**src/inc/spllc_pkg.sv**
```systemverilog
package spllc_pkg;

  // ----------------------------------------
  // Register offsets
  // ----------------------------------------
  localparam logic [11:0] SPLLC_ADDR_ENABLE = 12'h280;
  localparam logic [11:0] SPLLC_ADDR_STATE = 12'h281;
  localparam logic [11:0] SPLLC_ADDR_LF_A = 12'h284;
  localparam logic [11:0] SPLLC_ADDR_LF_B = 12'h285;
  localparam logic [11:0] SPLLC_ADDR_LF_C = 12'h286;
  localparam logic [11:0] SPLLC_ADDR_PUMP = 12'h287;
  localparam logic [11:0] SPLLC_ADDR_PREDIV = 12'h289;

  // ----------------------------------------
  // Field positions
  // ----------------------------------------
  localparam int SPLLC_EN_ON_BIT = 0;
  localparam int SPLLC_EN_RECAL_BIT = 2;
  localparam int SPLLC_ST_LOCK_BIT = 0;
  localparam int SPLLC_ST_CAL_BIT = 3;
  localparam int SPLLC_ST_LOW_BIT = 4;
  localparam int SPLLC_ST_HIGH_BIT = 5;
  localparam int SPLLC_PD_CFG_BIT = 2;
  localparam logic [7:0] SPLLC_EN_WMASK = 8'h05;
  localparam logic [7:0] SPLLC_PD_WMASK = 8'h07;

  // ----------------------------------------
  // Reset values and codes
  // ----------------------------------------
  localparam logic [7:0] SPLLC_RST_ENABLE = 8'h00;
  localparam logic [7:0] SPLLC_RST_LF_A = 8'h77;
  localparam logic [7:0] SPLLC_RST_LF_B = 8'h87;
  localparam logic [7:0] SPLLC_RST_LF_C = 8'h08;
  localparam logic [7:0] SPLLC_RST_PUMP = 8'h3f;
  localparam logic [7:0] SPLLC_RST_PREDIV = 8'h00;
  localparam logic [1:0] SPLLC_DIV_BY4 = 2'h0;
  localparam logic [1:0] SPLLC_DIV_BY2 = 2'h1;
  localparam logic [2:0] SPLLC_FACTOR_4 = 3'h4;
  localparam logic [2:0] SPLLC_FACTOR_2 = 3'h2;

  // Register access from the serial port
  typedef struct packed {
    logic wr;
    logic rd;
    logic [11:0] addr;
    logic [7:0] wdata;
  } spllc_req_t;

  // Raw conditions from the analog PLL
  typedef struct packed {
    logic band_high;
    logic band_low;
    logic cal_valid;
    logic locked;
  } spllc_pll_t;

  // Controls towards the analog PLL
  typedef struct packed {
    logic pll_on;
    logic cal_start;
    logic [2:0] predivide_factor;
    logic [7:0] lf_a;
    logic [7:0] lf_b;
    logic [7:0] lf_c;
    logic [7:0] pump;
    logic cfg_bit;
  } spllc_ctl_t;

endpackage

```
**src/rtl/spllc_sync.sv**
```systemverilog
`timescale 1ns/100ps
module spllc_sync (
  // Clock and reset
  input wire logic sys_clk,
  input wire logic rst,
  // Asynchronous level in, settled level out
  input wire logic async_in,
  output logic sync_out
);
  import spllc_pkg::*;

  logic [2:0] stage_q;
  logic [2:0] stage_d;
  logic out_q;
  logic out_d;

  always_comb begin
    stage_d = {stage_q[1:0], async_in};
    // Change counts only when second and third stages agree
    out_d = (stage_q[2] == stage_q[1]) ? stage_q[1] : out_q;
  end

  always_ff @(posedge sys_clk or posedge rst) begin
    if (rst) begin
      stage_q <= 3'h0;
      out_q <= 1'b0;
    end else begin
      stage_q <= stage_d;
      out_q <= out_d;
    end
  end

  assign sync_out = out_q;

endmodule

```
**src/rtl/spllc_top.sv**
```systemverilog
`timescale 1ns/100ps
module spllc_top (
  // Clock and reset
  input wire logic sys_clk,
  input wire logic rst,
  // Register port
  input wire spllc_pkg::spllc_req_t req,
  output logic [7:0] rdata,
  output logic rvalid,
  // Analog PLL side
  input wire spllc_pkg::spllc_pll_t pll_raw,
  output spllc_pkg::spllc_ctl_t ctl
);
  import spllc_pkg::*;

  // ----------------------------------------
  // Status synchronisers
  // ----------------------------------------
  // One plain net per synchroniser, so each has a single driver
  logic sync_lock;
  logic sync_cal;
  logic sync_low;
  logic sync_high;
  spllc_pll_t pll_s;

  spllc_sync u_sync_lock (
    .sys_clk(sys_clk),
    .rst(rst),
    .async_in(pll_raw.locked),
    .sync_out(sync_lock)
  );
  spllc_sync u_sync_cal (
    .sys_clk(sys_clk),
    .rst(rst),
    .async_in(pll_raw.cal_valid),
    .sync_out(sync_cal)
  );
  spllc_sync u_sync_low (
    .sys_clk(sys_clk),
    .rst(rst),
    .async_in(pll_raw.band_low),
    .sync_out(sync_low)
  );
  spllc_sync u_sync_high (
    .sys_clk(sys_clk),
    .rst(rst),
    .async_in(pll_raw.band_high),
    .sync_out(sync_high)
  );

  assign pll_s = '{band_high: sync_high,
                   band_low: sync_low,
                   cal_valid: sync_cal,
                   locked: sync_lock};

  // ----------------------------------------
  // Registers
  // ----------------------------------------
  logic [7:0] enable_q, enable_d;
  logic [7:0] lf_a_q, lf_a_d;
  logic [7:0] lf_b_q, lf_b_d;
  logic [7:0] lf_c_q, lf_c_d;
  logic [7:0] pump_q, pump_d;
  logic [7:0] prediv_q, prediv_d;
  logic [7:0] state_flags;
  logic [7:0] rdata_q, rdata_d;
  logic rvalid_q, rvalid_d;
  logic cal_start_q, cal_start_d;
  spllc_ctl_t ctl_q, ctl_d;

  function automatic logic [2:0] predivide_of(input logic [1:0] code);
    // Codes 10 and 11 are undefined; they fall back to divide by four
    if (code == SPLLC_DIV_BY2) begin
      predivide_of = SPLLC_FACTOR_2;
    end else begin
      predivide_of = SPLLC_FACTOR_4;
    end
  endfunction

  always_comb begin
    state_flags = 8'h00;
    state_flags[SPLLC_ST_LOCK_BIT] = pll_s.locked;
    state_flags[SPLLC_ST_CAL_BIT] = pll_s.cal_valid;
    state_flags[SPLLC_ST_LOW_BIT] = pll_s.band_low;
    state_flags[SPLLC_ST_HIGH_BIT] = pll_s.band_high;
  end

  always_comb begin
    enable_d = enable_q;
    lf_a_d = lf_a_q;
    lf_b_d = lf_b_q;
    lf_c_d = lf_c_q;
    pump_d = pump_q;
    prediv_d = prediv_q;
    cal_start_d = 1'b0;
    if (req.wr) begin
      if (req.addr == SPLLC_ADDR_ENABLE) begin
        enable_d = req.wdata & SPLLC_EN_WMASK;
        // Calibration on a rising edge of either the enable or recal bit
        cal_start_d = (req.wdata[SPLLC_EN_RECAL_BIT] &
                       ~enable_q[SPLLC_EN_RECAL_BIT]) |
                      (req.wdata[SPLLC_EN_ON_BIT] &
                       ~enable_q[SPLLC_EN_ON_BIT]);
      end else if (req.addr == SPLLC_ADDR_LF_A) begin
        lf_a_d = req.wdata;
      end else if (req.addr == SPLLC_ADDR_LF_B) begin
        lf_b_d = req.wdata;
      end else if (req.addr == SPLLC_ADDR_LF_C) begin
        lf_c_d = req.wdata;
      end else if (req.addr == SPLLC_ADDR_PUMP) begin
        pump_d = req.wdata;
      end else if (req.addr == SPLLC_ADDR_PREDIV) begin
        prediv_d = req.wdata & SPLLC_PD_WMASK;
      end
    end
  end

  always_comb begin
    rvalid_d = req.rd;
    rdata_d = rdata_q;
    if (req.rd) begin
      if (req.addr == SPLLC_ADDR_ENABLE) begin
        rdata_d = enable_q;
      end else if (req.addr == SPLLC_ADDR_STATE) begin
        rdata_d = state_flags;
      end else if (req.addr == SPLLC_ADDR_LF_A) begin
        rdata_d = lf_a_q;
      end else if (req.addr == SPLLC_ADDR_LF_B) begin
        rdata_d = lf_b_q;
      end else if (req.addr == SPLLC_ADDR_LF_C) begin
        rdata_d = lf_c_q;
      end else if (req.addr == SPLLC_ADDR_PUMP) begin
        rdata_d = pump_q;
      end else if (req.addr == SPLLC_ADDR_PREDIV) begin
        rdata_d = prediv_q;
      end else begin
        rdata_d = 8'h00;
      end
    end
  end

  always_comb begin
    ctl_d.pll_on = enable_q[SPLLC_EN_ON_BIT];
    ctl_d.cal_start = cal_start_q;
    ctl_d.predivide_factor = predivide_of(prediv_q[1:0]);
    ctl_d.lf_a = lf_a_q;
    ctl_d.lf_b = lf_b_q;
    ctl_d.lf_c = lf_c_q;
    ctl_d.pump = pump_q;
    ctl_d.cfg_bit = prediv_q[SPLLC_PD_CFG_BIT];
  end

  always_ff @(posedge sys_clk or posedge rst) begin
    if (rst) begin
      enable_q <= SPLLC_RST_ENABLE;
      lf_a_q <= SPLLC_RST_LF_A;
      lf_b_q <= SPLLC_RST_LF_B;
      lf_c_q <= SPLLC_RST_LF_C;
      pump_q <= SPLLC_RST_PUMP;
      prediv_q <= SPLLC_RST_PREDIV;
      rdata_q <= 8'h00;
      rvalid_q <= 1'b0;
      cal_start_q <= 1'b0;
      ctl_q <= '0;
    end else begin
      enable_q <= enable_d;
      lf_a_q <= lf_a_d;
      lf_b_q <= lf_b_d;
      lf_c_q <= lf_c_d;
      pump_q <= pump_d;
      prediv_q <= prediv_d;
      rdata_q <= rdata_d;
      rvalid_q <= rvalid_d;
      cal_start_q <= cal_start_d;
      ctl_q <= ctl_d;
    end
  end

  assign rdata = rdata_q;
  assign rvalid = rvalid_q;
  assign ctl = ctl_q;

  // ----------------------------------------
  // Assertions
  // ----------------------------------------
  a_recal_edge_pulse: assert property (@(posedge sys_clk)
    disable iff (rst)
    (req.wr && req.addr == SPLLC_ADDR_ENABLE &&
     req.wdata[SPLLC_EN_RECAL_BIT] && !enable_q[SPLLC_EN_RECAL_BIT])
    |=> ##1 ctl.cal_start)
    else $error("recal edge gave no calibration pulse");
  a_recal_level_quiet: assert property (@(posedge sys_clk)
    disable iff (rst)
    (req.wr && req.addr == SPLLC_ADDR_ENABLE &&
     enable_q[SPLLC_EN_RECAL_BIT] && enable_q[SPLLC_EN_ON_BIT] &&
     req.wdata[SPLLC_EN_ON_BIT])
    |=> ##1 !ctl.cal_start)
    else $error("calibration pulse without rising edge");
  a_enable_turns_on: assert property (@(posedge sys_clk)
    disable iff (rst)
    (req.wr && req.addr == SPLLC_ADDR_ENABLE &&
     req.wdata[SPLLC_EN_ON_BIT] && !enable_q[SPLLC_EN_ON_BIT])
    |=> ##1 (ctl.pll_on && ctl.cal_start))
    else $error("enable did not switch on and calibrate");
  a_high_flag_read: assert property (@(posedge sys_clk)
    disable iff (rst)
    (req.rd && req.addr == SPLLC_ADDR_STATE)
    |=> rdata[SPLLC_ST_HIGH_BIT] == $past(pll_s.band_high))
    else $error("high band flag misread");
  a_low_flag_read: assert property (@(posedge sys_clk)
    disable iff (rst)
    (req.rd && req.addr == SPLLC_ADDR_STATE)
    |=> rdata[SPLLC_ST_LOW_BIT] == $past(pll_s.band_low))
    else $error("low band flag misread");
  a_cal_flag_read: assert property (@(posedge sys_clk)
    disable iff (rst)
    (req.rd && req.addr == SPLLC_ADDR_STATE)
    |=> rdata[SPLLC_ST_CAL_BIT] == $past(pll_s.cal_valid))
    else $error("calibration flag misread");
  a_lock_flag_read: assert property (@(posedge sys_clk)
    disable iff (rst)
    (req.rd && req.addr == SPLLC_ADDR_STATE)
    |=> rdata[SPLLC_ST_LOCK_BIT] == $past(pll_s.locked))
    else $error("lock flag misread");
  a_lock_settles: assert property (@(posedge sys_clk)
    disable iff (rst)
    pll_raw.locked [*4] |=> pll_s.locked)
    else $error("lock not reported after steady input");
  // A settled change always carries the input seen three edges earlier
  a_sync_steady: assert property (@(posedge sys_clk)
    disable iff (rst)
    $changed(pll_s.cal_valid) |->
    pll_s.cal_valid == $past(pll_raw.cal_valid, 3))
    else $error("calibration flag moved without input");
  a_predivide_map: assert property (@(posedge sys_clk)
    disable iff (rst)
    (prediv_q[1:0] == SPLLC_DIV_BY2) |=>
    (ctl.predivide_factor == SPLLC_FACTOR_2))
    else $error("predivider factor wrong");
  a_predivide_four: assert property (@(posedge sys_clk)
    disable iff (rst)
    (prediv_q[1:0] != SPLLC_DIV_BY2) |=>
    (ctl.predivide_factor == SPLLC_FACTOR_4))
    else $error("divide by four factor wrong");

endmodule
```
**config.mk**
```make
export PLATFORM = sky130hd
export DESIGN_NAME = spllc_top
export DESIGN_NICKNAME = d
export VERILOG_FILES = /design/src/inc/spllc_pkg.sv /design/src/rtl/spllc_sync.sv /design/src/rtl/spllc_top.sv
export SDC_FILE = /design/constraint.sdc
export NUM_CORES = 1
export LEC_CHECK = 0
export ABC_AREA = 1
export BUFFER_PORTS_ARGS = -buffer_cell sky130_fd_sc_hd__buf_2
export CAP_MARGIN = 20
export CORE_ASPECT_RATIO = 1.1
export CORE_MARGIN = 4
export CORE_UTILIZATION = 55
export DETAILED_ROUTE_END_ITERATION = 7
export PLACE_DENSITY = 0.89
export SLEW_MARGIN = 20
export SYNTH_ARGS = -nofsm -noshare
export SYNTH_HDL_FRONTEND = slang
export SYNTH_HIERARCHICAL = 1
export SYNTH_SLANG_ARGS = --single-unit
```
**constraint.sdc**
```tcl
create_clock -name sys_clk -period 3.2 [get_ports sys_clk]
set_input_delay 0.32 -clock sys_clk [delete_from_list [all_inputs] [get_ports sys_clk]]
set_output_delay 0.32 -clock sys_clk [all_outputs]
set_load 0.03 [all_outputs]
```
**Word level (Yosys, flattened, before mapping)**

Cells that the tools add are included.

- Flip-flop bits (word level): 101
- Latch bits: 0
- Memory bits (writable): 0
- Bits in read-only memories: 0
- Output and inout port bits: 47
- Memories kept: 0

- Add/sub/neg operators: 0
- $mul: 0
- Divide/modulo/power cells: 0
- $lt $le $gt $ge: 0
- Equality and inequality tests: 12
- Shift operators: 0
- Muxes and demuxes: 10
- Bitwise operators: 10
- Reductions and logical operators: 6

Operators by type and width:

| operator | count |
|---|---|
| $eq 12x10->1 const B | 7 |
| $mux 8 | 6 |
| $not 1->1 | 7 |
| $reduce_and 7->1 | 1 |
| $mux 3 | 2 |
| $reduce_and 6->1 | 1 |
| $reduce_and 5->1 | 1 |
| $eq 1x1->1 | 4 |
| $reduce_and 4->1 | 1 |
| $reduce_and 3->1 | 1 |
| $and 1x1->1 | 2 |
| $eq 2x1->1 const B | 1 |
| $mux 1 | 2 |
| $reduce_and 2->1 | 1 |
| $or 1x1->1 | 1 |

**Depth between registers and ports, before layout**

Gate-level depths: netlist (run 1).

- Depth in word-level cells: 8
- Gate-level depth with buffers: 12

**Hierarchy**

The synthesis (run 1) kept the hierarchy.

By module, submodules not included:

| module | times used | cells an instance | area each (um^2) | seq. area each (um^2) |
|---|---|---|---|---|
| spllc_top | 1 | 357 | 3472.1 | 2123.3 |
| spllc_sync | 4 | 9 | 120.1 | 100.1 |

**Worst setup path before layout (run 1)**

No wires, ideal clock.

- Kind: input -> register
- Start: input req[16] in the netlist's numbering
- End: register rdata_q[7], in the netlist rdata[7]
- Arrival: 1.239 ns
- Required time: 3.083 ns
- Slack: 1.844 ns
- Stages: 10
- Path buffers: 0
- Cell sequence: inv_1 -> nand2_2 -> nor2_8 -> nand3_4 -> nor2_1 -> inv_2 -> nand3_1 -> nor2_1 -> nand2_1 -> nand2_1

- Cells in the longest elaborated chain, start to end: 7
- Elaborated cells between the ends (all ways): 12

RTL lines:

| item | RTL line | RTL |
|---|---|---|
| start: declaration | spllc_top.sv:7 | `input wire spllc_pkg::spllc_req_t req,` |
| $eq 12x10->1 | spllc_top.sv:132 | `end else if (req.addr == SPLLC_ADDR_PUMP) begin` |
| $mux 8 | spllc_top.sv:132 |  |
| $mux 8 | spllc_top.sv:130 | `end else if (req.addr == SPLLC_ADDR_LF_C) begin` |
| $mux 8 | spllc_top.sv:128 | `end else if (req.addr == SPLLC_ADDR_LF_B) begin` |
| $mux 8 | spllc_top.sv:126 | `end else if (req.addr == SPLLC_ADDR_LF_A) begin` |
| $mux 8 | spllc_top.sv:124 | `end else if (req.addr == SPLLC_ADDR_STATE) begin` |
| $mux 8 (*) | spllc_top.sv:122 | `if (req.addr == SPLLC_ADDR_ENABLE) begin` |
| end signal: assignment | spllc_top.sv:172 | `rdata_q <= rdata_d;` |
| end: declaration | spllc_top.sv:66 | `logic [7:0] rdata_q, rdata_d;` |

Every way passes the cells marked *; elsewhere a longest branch is shown, timed or not.
A chain may end at the register's enable or synchronous reset.

==> results of run 1 <==
==> Yosys cell counts, drive strengths merged <==
cell type	count
nand2	114
dfrtp	83
inv	49
nor2	44
o21ai	39
dfstp	17
nand3	14
a21oi	11
nand4	6
buf	4
nor3	3
or2	3
o22ai	2
and2	1
clkbuf	1
clkinv	1
conb	1
==> critical path, delay by kind of cell <==
family | cells | cell delay [ns]
buffers and inverters | 4 | 1.48
==> power by group through the flow <==
stage               combinational [uW]  sequential [uW]  clock [uW]
floorplan                         64.1             1320           0
global placement                   111             1320           0
detailed placement                 114             1320           0
CTS                                116             1290         912
global route                       130             1300         971
finish                             115             1290         901
==> cell type report <==
cell class | count | area [um^2] | area share [%]
Multi-Input combinational cell | 238 | 1200 | 25.8
Clock buffer | 10 | 138 | 2.97
Clock inverter | 6 | 93.8 | 2.02
Inverter | 50 | 189 | 4.07
Tap cell | 85 | 106 | 2.29
Sequential cell | 100 | 2520 | 54.4
Timing Repair Buffer | 76 | 390 | 8.41
==> logic make-up (layout without fill, tap and decap cells) <==
| logic type | count (synthesis) | after routing | synth area share, % |
|---|---|---|---|
| other | 1 | 1 | 0.0949 |
| AO/OA/AOI/OAI | 52 | 52 | 7.57 |
| flip-flops | 100 | 100 | 63.8 |
| buffers and inverters | 55 | 142 | 5.82 |
| AND/OR/NAND/NOR | 185 | 185 | 22.7 |
==> routing by layer <==
metal  vias up  track usage [%]
met3        28             4.60
met2       116             34.6
li1       1387                -
met1      1457             28.2
met5         -                0
met4         0             11.7
==> state kept, by name, indices dropped and copies added (netlist names), 8 cells and up <==
signal  cells
lf_b_q      8
lf_c_q      8
rdata       8
pump_q      8
lf_a_q      8
ctl        37
==> stage by stage <==
stage | area [um^2] | cells
final | 4640 | 565
after global routing | 4640 | 565
after CTS | 4640 | 565
after detailed placement | 4400 | 548
after global placement | 4400 | 548
after floorplan | 3950 | 393
==> path summary, 6_finish.rpt <==
| kind | end | cells after the start |
|---|---|---|
| max reg2reg | rdata[2]$_DFFE_PP0P_ | 8 |
| max in group sys_clk | rdata[6]$_DFFE_PP0P_ | 11 |
| min reg2reg | u_sync_lock/stage_q[1]$_DFF_PP0_ | 0 |
| max | lf_a_q[2]$_DFFE_PP1P_ | 4 |
| min | u_sync_cal/stage_q[0]$_DFF_PP0_ | 1 |
| min in group asynchronous | u_sync_cal/stage_q[0]$_DFF_PP0_ | 3 |
==> timing repair <==
item | in CTS | in global routing
hold buffers | 1 | 0
endpoints found under the hold margin | 16 | 0
buffers inserted | 0 | 0
==> flow_summary.ini, run 1 <==
[run_status]
status = finished clean

[pwr]
switchingPower_uw = 526
p_leak_uw = 0.00246
p_clk_share_pct = 39.0
p_int_uw = 1780
p_sw_share_pct = 22.8
p_total_uw = 2310
power_density_nw_per_um2 = 498
vdd_ir_drop_max_mv = 0.430
p_comb_share_pct = 5.0
power_frac_seq_pct = 56.0

[setup_path]
cp_max_fo = 31
path_cells = dlygate4sd3_1, buf_2, clkinv_2, buf_4
slowest_stage = dlygate4sd3_1
start_kind = input pin
crit_required_ns = 3.67
regToRegSetupSlack_ns = 2.05
crit-reg2reg-launch = lf_b_q[2]$_DFFE_PP1P_
cpPeakStageDelay_ns = 0.55
critPathCaptureType = asynchronous set/reset pin
startpoint = rst
arrival_ns = 1.83
crit_type = in -> async

[logic_synthesis]
ys_types = 34
avgSynthCellArea_um2 = 10.1
ys_top_cells_by_area = dfrtp_1 (53%), dfstp_2 (11%), nand2_1 (9.6%)
yosys.area.top_type = dfrtp_1
synth_nets = 421
seq_area_frac_synth_pct = 63.8
synth_cells = 393
synthesis.area_um2 = 3950
synth.ff_latch_count = 100
ys_warn_count = 6
synth.top_cell.area_share_pct = 52.5

[drt]
vias = 2988
dr_wl_met2_mm = 4.28
dr.pass1.iters = 5
wl_per_cell_um = 15.3
drc = 0
wl_mm = 8.65
drtIter0Drc = 207
via_per_inst = 5.29
wl_met3_um = 444
wl_met1_mm = 3.57
drtAntennaViolNets = 0
highest_layer = met4

[sta]
min_period_ns = 1.37
setup_ws_ns = 1.83
rsz0062_at_grt = no
drv_slew = 0
finalClockSkew_ns = 0.0128
holdWs_ns = 0.0588
hold_viol = 0
period_share_pct = 42.7
setup_viol = 0
tns_ns = 0
timing.fmax_mhz = 732

[clock_tree]
worstSkewPairLatency_ns = 0.36
cts_resized = 0
clock_sinks = 100
clk_pin_slew_ns = 0.09
cts_tree = built
cts_buffer_depth = 2
clockRootBuffer = clkbuf_8
cts_buffers = 9
h-tree-depth = 3

[cells_and_area]
areaGrowthSynthToFinish_pct = 17.4
post_route_cells_drive_above_1_share_pct = 33.1
final_util_pct = 66.2
num_antenna_cells = 0
final_cell_mix = nand2_1 (101), dfrtp_1 (83), buf_2 (73)
nFillCells = 538
final_common_cell = nand2_1
nNetsFinal = 503

[placement]
dpl_worst_slack_ns = 1.49
place_hpwl_mm = 6.27
portBuffers = 73
globalplace.congestion = 0.977

[die]
die-area_um2 = 8610
start_util_pct = 56.4
row_count = 32
core_area_um2 = 7010
io_pins = 75
die_x_um = 88.8
fp.dieH_um = 96.9

[run]
timing.max_cap.violations = 0

[grt]
grt_start_max_net_pins = 32
antenna_found_initial = 0
grt_pass1_wl_mm = 14.4
grt_use_total_pct = 22.0
gr-total-overflow = 0
grt_pass1_vias = 3012

[hold_path]
min_from = pll_raw[1]
hold_class = in -> reg
No activity file was read; power rests on OpenSTA's default activity.
==> run 2: changes to the inputs <==
--- a/config.mk
+++ b/config.mk
@@ -10,9 +10,9 @@
 export CAP_MARGIN = 20
 export CORE_ASPECT_RATIO = 1.1
 export CORE_MARGIN = 4
-export CORE_UTILIZATION = 55
+export CORE_UTILIZATION = 49
 export DETAILED_ROUTE_END_ITERATION = 7
-export PLACE_DENSITY = 0.89
+export PLACE_DENSITY = 0.85
 export SLEW_MARGIN = 20
 export SYNTH_ARGS = -nofsm -noshare
 export SYNTH_HDL_FRONTEND = slang
==> constraint.sdc (replaced) <==
create_clock -name sys_clk -period 1.2 [get_ports sys_clk]
set_input_delay 0.12 -clock sys_clk [delete_from_list [all_inputs] [get_ports sys_clk]]
set_output_delay 0.12 -clock sys_clk [all_outputs]
set_load 0.03 [all_outputs]
==> run 2 against run 1 <==
Compared with the run above:
- final cell count grew 7.6%
- critical endpoint is now rdata[2]$_DFFE_PP0P_
- hold slack got worse by 0.046 ns
- routed wire length rose by 3.6%
- sequential cell count unchanged
- sequential power grew to 2.7 times the previous value
- power rose to 2.5 times the previous value
- first-iteration DRC count rose by 5.8%
- via count grew 0.60%
- die area grew 11%
- largest power group unchanged
==> flow_summary.ini, run 2 (synthesis gave the netlist of run 1 again) <==
[run_status]
status = finished clean

[sta]
setup_viol = 0
finalClockSkew_ns = 0.0111
hold_viol = 0
timing.fmax_mhz = 880
min_period_ns = 1.14
tns_ns = 0
period_share_pct = 94.7
drv_slew = 0

[drt]
wl_per_cell_um = 14.7
dr.pass1.iters = 5
drc = 0
drtIter0Drc = 219
vias = 3006
drtAntennaViolNets = 0
wl_mm = 8.96
via_per_inst = 4.94

[setup_path]
path_buf_inv = 2
arrival_ns = 1.44
crit_type = reg -> reg
regToRegSetupSlack_ns = 0.06
startpoint = lf_b_q[2]$_DFFE_PP1P_
start_kind = register
cp_max_fo = 3
critPathCaptureType = register
endpoint = rdata[2]$_DFFE_PP0P_
crit-reg2reg-launch = lf_b_q[2]$_DFFE_PP1P_
path_cells = inv_1, nand3_1, nand2_1, inv_1, nand2_1, nand2_1, nand2_1, a21oi_2
cpMostUsedCell = nand2_1
r2r_end = rdata[2]$_DFFE_PP0P_
worst-path-stages = 8
crit_required_ns = 1.51
cpPeakStageDelay_ns = 0.56
slowest_stage = dfstp_2
crit_family = flip-flops
r2r.worst_path.cells = 8

[pwr]
vdd_ir_drop_max_mv = 0.657
p_leak_uw = 0.00255
p_total_uw = 5860
power_density_nw_per_um2 = 1220

[die]
start_util_pct = 50.2
io_pins = 75
fp.dieH_um = 102
die-area_um2 = 9570
core_area_um2 = 7870
row_count = 34
die_x_um = 93.6

[run]
timing.max_cap.violations = 0

[clock_tree]
worstSkewPairLatency_ns = 0.38
h-tree-depth = 3
cts_tree = built
cts_buffer_depth = 2
cts_buffers = 9
clock_sinks = 100
clockRootBuffer = clkbuf_8
clk_pin_slew_ns = 0.10

[placement]
place_hpwl_mm = 6.61
portBuffers = 73
post-place-cells = 586
placed_area_um2 = 4570
globalplace.congestion = 0.962

[cells_and_area]
final_cell_mix = nand2_1 (101), dfrtp_1 (83), buf_2 (73)
final_common_cell = nand2_1
nNetsFinal = 523
largest_register_ffs = 37
finalNonFillerCells = 608
final_util_pct = 61.3
areaGrowthSynthToFinish_pct = 22.0
num_antenna_cells = 0
final_area_um2 = 4820
nFillCells = 638
post_route_cells_drive_above_1_share_pct = 35.2

[grt]
grt_use_total_pct = 19.7
grt_pass1_wl_mm = 14.3
grt_pass1_vias = 3026
gr-total-overflow = 0
grt_start_max_net_pins = 85
antenna_found_initial = 0

[hold_path]
hold_class = in -> reg
[run 2: changes by cell type in the layout (fill, tap and decap cells not counted), moves of 2 or more]
cell and change:
buf_4 +13, dlygate4sd3_1 +5, buf_12 +2, bufinv_16 -2
inv_6 +2
[run 2: per-stage QoR]
step	hold WS, ns	worst slack [ns]
2_1_floorplan	-0.114	0.0440
3_3_place_gp	0.0606	-0.158
3_5_place_dp	0.0750	-0.278
4_1_cts	0.00671	0.0577
5_1_grt	0.0218	-0.0187
6_report	0.0126	0.0641
[run 2: layout make-up]
type	instances	area, um^2	area share [%]
repair buffers	96	578	12.0
multi-input cells	238	1200	25.0
inverters	50	191	3.97
clock inverters	7	63.8	1.32
flip-flops and latches	100	2520	52.3
well taps	108	135	2.80
clock buffers	9	124	2.57
[run 2: worst min-delay path by stage]
stage | slack, ns | cells past startpoint | startpoint | endpoint
finish | 0.01 | 3 | req[0] | enable_q[0]$_DFFE_PP0P_
global route | 0.02 | 3 | req[0] | enable_q[0]$_DFFE_PP0P_
CTS | 0.007 | 3 | req[0] | enable_q[0]$_DFFE_PP0P_
detailed placement | 0.07 | 2 | rst | u_sync_high/stage_q[1]$_DFF_PP0_
global placement | 0.06 | 2 | rst | u_sync_low/stage_q[2]$_DFF_PP0_
floorplan | -0.11 | 1 | rst | u_sync_cal/stage_q[0]$_DFF_PP0_
[run 2: per-layer routing]
metal | track usage, % | vias to the layer above | part of all wire, %
li1 | - | 1424 | -
met1 | 24.5 | 1428 | 42
met2 | 31.9 | 117 | 48
met3 | 4.71 | 37 | 5.2
met4 | 11.2 | 0 | 5.1
met5 | 0 | - | 0
[run 2: what timing repair did]
item	in CTS	in global routing
setup endpoints to repair	0	4
hold buffers	6	0
endpoints found under the hold margin	88	0
resized for setup	0	2
buffers inserted	0	0
[run 2: worst reg2reg max path: cells and delay by family (launching register included)]
family | cells | cell delay (ns)
flops | 1 | 0.56
simple gates | 5 | 0.31
compound gates | 1 | 0.11
buf+inv | 2 | 0.09
[run 2: report_power, final]
part | switching (uW) | internal (uW) | leakage (uW) | total, uW
combinational | 238 | 114 | 0.00116 | 352
clock | 1250 | 805 | 0.0000971 | 2060
sequential | 32.6 | 3420 | 0.00129 | 3460
total | 1520 | 4340 | 0.00255 | 5860
==> run 3: changes to the inputs <==
--- a/config.mk
+++ b/config.mk
@@ -16,5 +16,4 @@
 export SLEW_MARGIN = 20
 export SYNTH_ARGS = -nofsm -noshare
 export SYNTH_HDL_FRONTEND = slang
-export SYNTH_HIERARCHICAL = 1
 export SYNTH_SLANG_ARGS = --single-unit
==> run 3 against run 2 <==
Compared with the run above:
- fmax increased by 2.8%
- routed wire length decreased by 7.0%
- non-clock buffer count increased by 7
- core utilization increased by 2.0 points
- synthesized cell count decreased by 7.1%
- synthesized area decreased by 3.8%
- sequential cell count unchanged
- power increased by 2.0%
- cell area decreased by 1.4%
- final cell count decreased by 4.1%
- via count decreased by 2.9%
- critical endpoint is now lf_c_q[5]$_DFFE_PP0P_
==> flow_summary.ini, run 3 <==
[run_status]
status = finished clean

[cells_and_area]
nNetsFinal = 501
final_common_cell = nand2_1
finalNonFillerCells = 583
post_route_cells_drive_above_1_share_pct = 33.9
num_antenna_cells = 0
largest_register_ffs = 37
final_util_pct = 63.3
areaGrowthSynthToFinish_pct = 25.0
final_area_um2 = 4750
final_cell_mix = nand2_1 (86), dfrtp_1 (83), buf_2 (73)

[logic_synthesis]
ys_types = 30
netlist_top_cells_count = nand2_1 (87), dfrtp_1 (83), inv_1 (37), o21ai_0 (29), nor2_1 (27)
yosys.area.top_type = dfrtp_1
avgSynthCellArea_um2 = 10.4
async_reset_ff_share_pct = 100
synth_nets = 393
synth-edff-count = 0
synth_top_family_by_area = simple AND/OR/NAND/NOR gates
yosysMostFrequentCell = nand2_1
synth_adder_area_share_pct = 1.05
synth-simple-area-share_pct = 19.1
synth.ff_latch_count = 100
synth.top_cell.area_share_pct = 54.6
synthesis.area_um2 = 3800
synth-xor-area-share_pct = 0
synth-main-ff-cell = dfrtp_1
synth_cells = 365
muxShareOfSynthArea_pct = 0
ys_warn_count = 0
ys_top_cells_by_area = dfrtp_1 (55%), dfstp_2 (12%), nand2_1 (8.6%)
synth_compound_area_share_pct = 8.06
seq_area_frac_synth_pct = 66.4

[drt]
wl_per_cell_um = 14.3
drc = 0
drtAntennaViolNets = 0
wl_mm = 8.34
via_per_inst = 5.01
vias = 2918
drtIter0Drc = 185
dr.pass1.iters = 4

[run]
timing.max_cap.violations = 0

[placement]
globalplace.congestion = 0.927
portBuffers = 73
placed_area_um2 = 4480
post-place-cells = 561
place_hpwl_mm = 6.27

[pwr]
p_int_uw = 4620
power_frac_seq_pct = 57.6
power_density_nw_per_um2 = 1260
vdd_ir_drop_max_mv = 0.549
p_leak_uw = 0.00246
p_total_uw = 5980
p_comb_share_pct = 5.3
switchingPower_uw = 1360
p_clk_share_pct = 37.1
p_sw_share_pct = 22.8

[die]
row_count = 33
io_pins = 75
die-area_um2 = 9230
start_util_pct = 50.6
core_area_um2 = 7510
fp.dieH_um = 100
die_x_um = 92.0

[setup_path]
arrival_ns = 1.35
cp_max_fo = 16
crit_required_ns = 1.44
crit_type = in -> reg
start_kind = input pin
critPathCaptureType = register

[grt]
antenna_found_initial = 0
gr-total-overflow = 0
grt_use_total_pct = 19.8
grt_pass1_vias = 3002
grt_start_max_net_pins = 71
grt_pass1_wl_mm = 13.9

[clock_tree]
cts_buffers = 9
clk_pin_slew_ns = 0.09
clockRootBuffer = clkbuf_8
clock_sinks = 100
cts_buffer_depth = 2
worstSkewPairLatency_ns = 0.36
cts_tree = built
h-tree-depth = 3

[sta]
finalClockSkew_ns = 0.0102
setup_viol = 0
hold_viol = 0
drv_slew = 0
holdWs_ns = 0.0228
min_period_ns = 1.10
rsz0062_at_grt = no
period_share_pct = 92.1
timing.fmax_mhz = 905

[hold_path]
hold_class = in -> reg
==> run 3: cell types whose count changed in the layout (fill, tap and decap cells not counted), sizes merged, moves of 4 or more <==
cell,before,now
nand2,114,95
inv,53,40
nor2,44,36
o21ai,39,47
buf,90,97
a21oi,11,5
maj3,0,4
==> run 3: logic make-up after synthesis <==
group	count (synthesis)
simple gates	158
compound gates	54
buf+inv	48
flops	100
fa+ha+maj	4
other cells	1
==> run 3: per-layer routing <==
layer / global-route usage, % / part of all wire [%]
met5: 0 / 0
met4: 12.3 / 3.9
met3: 4.65 / 5.3
met2: 32.4 / 50
met1: 23.7 / 41
==> run 3: area by class of cell <==
type | instances | area, um^2
repair buffers | 103 | 643
well taps | 105 | 131
clock inverters | 4 | 55.1
fillers | 597 | 2760
inverters | 42 | 165
flip-flops and latches | 100 | 2520
multi-input cells | 217 | 1080
clock buffers | 12 | 155
==> run 3: power groups by stage <==
stage          sequential [uW]  clock (uW)  combinational [uW]
2_1_floorplan             3510           0                 153
3_3_place_gp              3510           0                 289
3_5_place_dp              3510           0                 304
4_1_cts                   3440        2250                 320
5_1_grt                   3450        2410                 353
6_report                  3440        2220                 316
==> run 3: stage by stage <==
step,setup TNS [ns],setup slack (ns)
after global routing,0,0.00568
after floorplan,-7.95,-0.0957
after CTS,0,0.0878
final,0,0.0954
after detailed placement,-6.04,-0.243
after global placement,-3.25,-0.166
==> run 3: worst paths after layout <==
check	start	end	slack (ns)	depth (start not counted)
max in group asynchronous	rst	lf_c_q[3]$_DFFE_PP1P_	0.47	4
min reg2reg	u_sync_cal.stage_q[0]$_DFF_PP0_	u_sync_cal.stage_q[1]$_DFF_PP0_	0.36	0
max	req[11]	lf_c_q[5]$_DFFE_PP0P_	0.1	9
max reg2reg	pump_q[4]$_DFFE_PP1P_	rdata[4]$_DFFE_PP0P_	0.12	6
min	req[0]	enable_q[0]$_DFFE_PP0P_	0.02	3
min in group asynchronous	rst	ctl[29]$_DFF_PP0_	0.40	4
==> run 3: worst max-delay path, cell delays in order <==
cell,delay [ns]
buf_2,0.11
inv_2,0.07
nand2_2,0.07
nor3_1,0.31
nand2_2,0.12
clkinv_2,0.10
nand3_4,0.21
nand2_1,0.16
o21ai_2,0.07
==> run 3: what timing repair did <==
action,CTS,global route
hold buffers,6,0
hold endpoints to repair,88,0
gates resized for setup,0,3
setup buffers,0,0
setup endpoints to repair,0,4
